==> config.mk <==
export PLATFORM = sky130hd
export DESIGN_NAME = ptic_control
export DESIGN_NICKNAME = d
export VERILOG_FILES = /design/src/inc/ptic_pkg.sv /design/src/logic/ptic_input_cell.sv /design/src/logic/ptic_control.sv
export SDC_FILE = /design/constraint.sdc
export NUM_CORES = 1
export LEC_CHECK = 0
export BUFFER_PORTS_ARGS = -buffer_cell sky130_fd_sc_hd__buf_2
export CORE_MARGIN = 4
export CORE_UTILIZATION = 55
export CTS_CLUSTER_SIZE = 10
export DETAILED_ROUTE_END_ITERATION = 10
export GPL_TIMING_DRIVEN = 1
export PLACE_DENSITY = 0.83
export SETUP_SLACK_MARGIN = 0.05
export SYNTH_ARGS = -nofsm -noshare
export SYNTH_HDL_FRONTEND = slang
export SYNTH_SLANG_ARGS = --single-unit
==> constraint.sdc <==
create_clock -name clock -period 4 [get_ports clock]
set_clock_uncertainty 0.05 [all_clocks]
set_input_delay 0.8 -clock clock [delete_from_list [all_inputs] [get_ports clock]]
set_output_delay 0.8 -clock clock [all_outputs]
set_load 0.005 [all_outputs]
==> src/inc/ptic_pkg.sv <==
// Shared constants and types for the program-table input control block.
// Assumes one 10 MHz clock and a synchronous active-high reset.
package ptic_pkg;

    // Width of the step number and number of select lines
    localparam int PTIC_STEP_W = 8;
    localparam int PTIC_SEL_N = 8;

    // Per-input polarity codes, shared by every discrete input
    localparam logic [1:0] PTIC_POL_CLOSED = 2'h0;
    localparam logic [1:0] PTIC_POL_OPEN = 2'h1;
    localparam logic [1:0] PTIC_POL_FORCE_ON = 2'h2;
    localparam logic [1:0] PTIC_POL_FORCE_OFF = 2'h3;

    // Reset values
    localparam logic [7:0] PTIC_STEP_RST = 8'h00;
    localparam logic [1:0] PTIC_POL_RST = 2'h0;

    // Serial command operations
    typedef enum logic [2:0]
    {
        PTIC_OP_NONE = 3'h0,
        PTIC_OP_START_STEP = 3'h1,
        PTIC_OP_STOP = 3'h2,
        PTIC_OP_RESUME = 3'h3,
        PTIC_OP_CANCEL = 3'h4
    } ptic_op_t;

    // Serial command as it arrives from the command decoder
    typedef struct packed
    {
        logic valid;
        ptic_op_t op;
        logic [7:0] step;
    } ptic_cmd_t;

    // Polarity settings of the run, cancel and select inputs; the mode pin has none
    typedef struct packed
    {
        logic [1:0] run;
        logic [1:0] cancel;
        logic [7:0][1:0] sel;
    } ptic_pol_t;

    // Sequence state
    typedef enum logic [1:0]
    {
        PTIC_ST_IDLE = 2'b00,
        PTIC_ST_RUN = 2'b01,
        PTIC_ST_HALT = 2'b10
    } ptic_state_t;

endpackage : ptic_pkg

==> src/logic/ptic_input_cell.sv <==
// One discrete input: two-stage synchroniser, polarity and rising detect.
// Assumes the raw pin is asynchronous and the polarity code is steady.
`timescale 1ns/1ps
`default_nettype none

module ptic_input_cell
    import ptic_pkg::*;
(
    input wire logic clock,
    input wire logic sys_rst,
    input wire logic raw_in,
    input wire logic [1:0] pol,
    output logic active,
    output logic rise
);

    // Synchroniser stages; the first is read only by the second
    logic sync1_r;
    logic sync2_r;
    // Conditioned level and its next value
    logic active_r;
    logic active_nxt;

    // Two flip-flops before any logic looks at the pin
    always_ff @(posedge clock)
    begin
        if (sys_rst)
        begin
            sync1_r <= 1'b0;
            sync2_r <= 1'b0;
        end
        else
        begin
            sync1_r <= raw_in;
            sync2_r <= sync1_r;
        end
    end

    // Polarity map; forced codes ignore the pin entirely
    always_comb
    begin
        // Safe value first, so no path leaves the level unassigned
        active_nxt = 1'b0;
        unique case (pol)
            PTIC_POL_CLOSED: active_nxt = sync2_r;
            PTIC_POL_OPEN: active_nxt = ~sync2_r;
            PTIC_POL_FORCE_ON: active_nxt = 1'b1;
            PTIC_POL_FORCE_OFF: active_nxt = 1'b0;
        endcase
    end

    // Conditioned level register
    always_ff @(posedge clock)
    begin
        if (sys_rst)
            active_r <= 1'b0;
        else
            active_r <= active_nxt;
    end

    assign active = active_r;
    // One pulse per inactive-to-active change, hence one event per edge
    assign rise = active_nxt & ~active_r;
endmodule : ptic_input_cell
`default_nettype wire

==> src/logic/ptic_control.sv <==
// Program-table input control: discrete pins and serial commands steer
// run, halt, cancel and the selected step of the table sequencer.
// Assumes pins are asynchronous and polarity straps are stable at reset.
`timescale 1ns/1ps
`default_nettype none

// Function
// - Run codes 0, 1: active run contact runs, inactive halts
// - Code 0: cancel on open-to-closed edge
// - Run code 0: closed means run
// - Run code 1: open means run
// - Run codes 2, 3 never start
// - Cancel code 1: cancel on closed-to-open
// - Cancel codes 2, 3 ignore the pin
// - Select codes 0, 1 set line sense
// - Select code 2 forces on, 3 off
// - Serial start-step, stop, resume, cancel commands
// - Serial control needs no mode input
// - Serial control needs no discrete wiring
// - Select lines form binary step, bit0 LSB
// - Discrete control only in program mode
module ptic_control
    import ptic_pkg::*;
(
    input wire logic clock,
    input wire logic sys_rst,
    input wire logic mode_select_in,
    input wire logic run_halt_in,
    input wire logic sequence_cancel_input,
    input wire logic step_select_bit0,
    input wire logic step_select_bit1,
    input wire logic step_select_bit2,
    input wire logic step_select_bit3,
    input wire logic step_select_bit4,
    input wire logic step_select_bit5,
    input wire logic step_select_bit6,
    input wire logic step_select_bit7,
    input wire ptic_pol_t pol_settings,
    input wire ptic_cmd_t serial_cmd,
    output logic program_mode,
    output logic seq_running,
    output logic seq_halted,
    output logic serial_control,
    output logic seq_cancel,
    output logic step_load,
    output logic [7:0] table_step_number
);

    // Polarity copy taken at restart
    ptic_pol_t pol_r;
    // Effective codes after the never-start / never-cancel mapping
    logic [1:0] run_code;
    logic [1:0] cancel_code;
    // Conditioned inputs
    logic mode_act;
    logic run_act;
    logic cancel_rise;
    logic [7:0] sel_raw;
    logic [7:0] sel_act;
    // Discrete events
    logic disc_run;
    logic disc_run_prev_r;
    logic disc_start;
    logic disc_cancel;
    logic ser_cancel;
    // Sequence state and outputs
    ptic_state_t st_r;
    logic serial_r;
    logic cancel_r;
    logic load_r;
    logic [7:0] step_r;

    // straps captured only while restart holds
    always_ff @(posedge clock)
    begin
        if (sys_rst)
            pol_r <= pol_settings;
    end

    // codes 2 and 3 both mean never run
    assign run_code = pol_r.run[1] ? PTIC_POL_FORCE_OFF : pol_r.run;
    // codes 2 and 3 both leave cancel dead
    assign cancel_code = pol_r.cancel[1] ? PTIC_POL_FORCE_OFF : pol_r.cancel;

    // Mode pin has no setting of its own here: closed is program mode
    ptic_input_cell u_mode
    (
        .clock(clock),
        .sys_rst(sys_rst),
        .raw_in(mode_select_in),
        .pol(PTIC_POL_CLOSED),
        .active(mode_act),
        .rise()
    );

    ptic_input_cell u_run
    (
        .clock(clock),
        .sys_rst(sys_rst),
        .raw_in(run_halt_in),
        .pol(run_code),
        .active(run_act),
        .rise()
    );

    ptic_input_cell u_cancel
    (
        .clock(clock),
        .sys_rst(sys_rst),
        .raw_in(sequence_cancel_input),
        .pol(cancel_code),
        .active(),
        .rise(cancel_rise)
    );

    // Select pins gathered, bit 0 lowest
    assign sel_raw = {step_select_bit7, step_select_bit6, step_select_bit5, step_select_bit4,
                      step_select_bit3, step_select_bit2, step_select_bit1, step_select_bit0};

    // each select line with its own code
    genvar gi;
    generate
        for (gi = 0; gi < PTIC_SEL_N; gi++)
        begin : g_sel
            ptic_input_cell u_sel
            (
                .clock(clock),
                .sys_rst(sys_rst),
                .raw_in(sel_raw[gi]),
                .pol(pol_r.sel[gi]),
                .active(sel_act[gi]),
                .rise()
            );
        end
    endgenerate

    // discrete requests only count in program mode
    assign disc_run = mode_act & run_act;
    assign disc_cancel = mode_act & cancel_rise;
    // A start needs a fresh run request, so a held contact after cancel waits
    assign disc_start = disc_run & ~disc_run_prev_r;
    assign ser_cancel = serial_cmd.valid & (serial_cmd.op == PTIC_OP_CANCEL);

    // Previous discrete run request for edge detect
    always_ff @(posedge clock)
    begin
        if (sys_rst)
            disc_run_prev_r <= 1'b0;
        else
            disc_run_prev_r <= disc_run;
    end

    // Sequence control; cancel beats everything, serial beats discrete
    always_ff @(posedge clock)
    begin
        if (sys_rst)
        begin
            st_r <= PTIC_ST_IDLE;
            serial_r <= 1'b0;
            cancel_r <= 1'b0;
            load_r <= 1'b0;
            step_r <= PTIC_STEP_RST;
        end
        else
        begin
            cancel_r <= 1'b0;
            load_r <= 1'b0;
            if (ser_cancel || disc_cancel)
            begin
                st_r <= PTIC_ST_IDLE;
                cancel_r <= 1'b1;
            end
            // serial commands work without mode or pins
            else if (serial_cmd.valid)
            begin
                unique case (serial_cmd.op)
                    PTIC_OP_START_STEP:
                    begin
                        step_r <= serial_cmd.step;
                        load_r <= 1'b1;
                        st_r <= PTIC_ST_RUN;
                        serial_r <= 1'b1;
                    end
                    PTIC_OP_RESUME:
                    begin
                        st_r <= PTIC_ST_RUN;
                        serial_r <= 1'b1;
                    end
                    PTIC_OP_STOP:
                    begin
                        // Only a running sequence has something to halt
                        if (st_r == PTIC_ST_RUN)
                            st_r <= PTIC_ST_HALT;
                        serial_r <= 1'b1;
                    end
                    default:
                    begin
                        // Unknown operation is ignored
                        st_r <= st_r;
                    end
                endcase
            end
            // discrete start takes the selected step
            else if (disc_start)
            begin
                step_r <= sel_act;
                load_r <= 1'b1;
                st_r <= PTIC_ST_RUN;
                serial_r <= 1'b0;
            end
            // discrete halt when run request drops
            else if (st_r == PTIC_ST_RUN && !serial_r && !disc_run)
            begin
                st_r <= PTIC_ST_HALT;
            end
        end
    end

    // Outputs
    assign program_mode = mode_act;
    assign seq_running = (st_r == PTIC_ST_RUN);
    assign seq_halted = (st_r == PTIC_ST_HALT);
    assign serial_control = serial_r;
    assign seq_cancel = cancel_r;
    assign step_load = load_r;
    assign table_step_number = step_r;
endmodule : ptic_control
`default_nettype wire

==> run summary <==
R2R Path Start: pol_r[16]
via/cell ratio: 4.820
CTS buffer count: 9
Crit path arrival time: 2.11 ns
register area share after synthesis: 68.87%
layout cells sized above 1: 29.55%
post-synthesis async set-or-reset flop share: 0%
Synth area leaders: dfxtp_1, edfxtp_1, nor2b_1
worst path buffer plus inverter count: 1
leakage power: 1.162 nW
Placed Cells: 279
Mapped Nets: 225
compound-gate portion of the synthesized area: 9.167%
Hold Path End: u_run.active
Final WS setup: 2.062 ns
commonest non-fill, non-tap cell in the layout: buf_2
CTS Hold Bufs: 0
Routed WL: 3508 µm
Max Cap Viol: 0
Nets: 287
TNS Setup: 0 ns
initial DRC count: 51
worst-path cell chain: buf_2 > nand4bb_1 > a22oi_4 > nor2_1 > a211oi_1
total iterations of the first detailed-routing run: 4
crit share post-route: 48.44%
IO Port Bufs: 58
die area: 0.005155 mm²
die width: 71.80 µm
hold_sp: pol_r[19]
Cell Area, Synth: 0.002238 mm²
total track usage: 14.35%
WHS: 0.3758 ns
average cell area after synthesis: 12.44 µm²
post-DP HPWL: 2369 µm
crit-path leading delay family: compound AO/OA/AOI/OAI gates
max incr delay on CP: 0.39 ns
worst r2r dst: serial_control
Hold Vio Cnt, Final: 0
Critical Path End Type: flop
Hold Path Depth: 1
Synth Area in Adders: 0%
final core utilization: 71.71%
initial antenna violation count: 0
Core Area: 0.003799 mm²
Worst Reg-to-Reg Cells: 4
clk_lat worst skew: 0.32 ns
slowest library cell on the worst path: nand4bb_1
PwrDens: 478.7 mW/mm²
total power: 1.304 mW
vias in the first global route: 1261
drt wl/cell: 11.89 µm
clk sink count: 67
Data required, critical path: 4.17 ns
root buffer cell: clkbuf_8
crit path time final: 1.938 ns
Slew HR: 23.10%
CTS-repair resized insts: 0
Place WS: 1.738 ns
Ports: 59
crit path kind: input pin to flop
DR vias: 1422
site row count: 22
FMAX: 516.1 MHz
combinational family with the most area after synthesis: simple AND/OR/NAND/NOR gates
Slew Viols, Final: 0
dpl cell area: 0.002561 mm²
post-route ant nets: 0
Distinct cells, synth: 25
warnings from Yosys: 0
Post-synth EDFFs: 20
Main synth FF type: dfxtp_1
CTS tree: yes
largest net degree at the start of global routing: 67
cell taking the most area after synthesis: dfxtp_1
Setup Viol. Count Final: 0
worst-path fanout max: 16
maximum VDD drop: 299.7 µV
status: complete, no violations
post-CTS setup buffers: 0
Tightest Pin Transition: 1.154 ns
clock transition at the registers of the reported paths: 0.06 ns
xor/xnor cell area share of the yosys netlist: 3.913%
GP Congestion: 0.7655
antenna cells: 0
mux cell area share after synthesis: 0.4472%
most frequent cells in the layout: buf_2, dfxtp_1, nor2_1
class of the worst hold path: flop to flop
post-synthesis cell count: 180
design area: 0.002724 mm²
first-pass GRT wire length: 5568 µm
R2R Setup Slk: 2.42 ns
Max Root-Sink Buffers: 2
H-tree depth: 3
final cell count without fillers: 295
GRT overflow: 0
Synth Area in Simple Gates: 16.04%
Initial Util: 58.93%
Yosys reg bits: 67
DRC: 0
Startpoint Class: input pin
RSZ-0062 raised after global routing: false
chip height: 71.80 µm
Area Overhead vs Synth: 21.69%
Synth top area share: 42.03%
[final cells by class]
cell class / count / area [µm²]
Inverter: 2 / 7.507
Fill cell: 268 / 1075
Multi-Input combinational cell: 104 / 661.9
Sequential cell: 67 / 1541
Tap cell: 48 / 60.06
Timing Repair Buffer: 58 / 290.3
Clock buffer: 13 / 148.9
Clock inverter: 3 / 13.76
[worst reg2reg max path, delay by kind of cell (launching register included)]
kind	cells	cell delay, ns
xor gates and xnor gates	1	0.50
AOI/OAI and AO/OA	3	0.48
DFF	1	0.38
[cell usage after synthesis, drive strengths merged, types with 2 or more instances]
cell type and instances:
nor3b 2, dfxtp 47, clkbuf 6, nor2 31, inv 2, a21oi 2, a22oi 2, o22ai 8
xor2 9, nand3b 2, nand4bb 2, edfxtp 20, a211oi 11, nand2 2, nor2b 25
[worst max path at each step]
| stage | startpoint | endpoint | cells past startpoint |
|---|---|---|---|
| final | serial_cmd[11] | table_step_number[4] | 5 |
| after global routing | serial_cmd[11] | table_step_number[4] | 5 |
| after CTS | serial_cmd[11] | table_step_number[4] | 5 |
| after detailed placement | serial_cmd[11] | table_step_number[4] | 5 |
| after global placement | serial_cmd[11] | table_step_number[2] | 5 |
| after floorplan | serial_cmd[9] | table_step_number[0] | 5 |
[cell families after synthesis]
group | count (synthesis)
DFF | 67
and+or+nand+nor | 67
AOI/OAI and AO/OA | 26
xor gates and xnor gates | 10
buffers and inverters | 9
muxes | 1
[state kept, by name (all words and copies together), names as in the netlist]
register,count
pol_r,20
serial_control,1
u_mode.sync1_r,1
g_sel.u_sel.active,8
disc_run_prev_r,1
u_run.sync2_r,1
table_step_number,8
u_run.active,1
st_r,2
u_mode.sync2_r,1
step_load,1
u_cancel.active,1
g_sel.u_sel.sync2_r,8
seq_cancel,1
g_sel.u_sel.sync1_r,8
u_cancel.sync2_r,1
u_mode.active,1
u_run.sync1_r,1
u_cancel.sync1_r,1
[power by group]
part / leakage, nW / internal, mW / switching (mW)
clock: 0.0848 / 0.238 / 0.219
combinational: 0.494 / 0.0453 / 0.0451
sequential: 0.583 / 0.743 / 0.0141
[per-layer routing]
metal	wire length [µm]	vias up	GRT usage, %	part of all wire [%]
li1	-	744	-	-
met1	1563	604	18.39	45
met2	1503	68	20.20	43
met3	393	6	7.013	11
met4	48	0	6.889	1.4
met5	0	-	0	0
(Power assumes the default switching activity.)
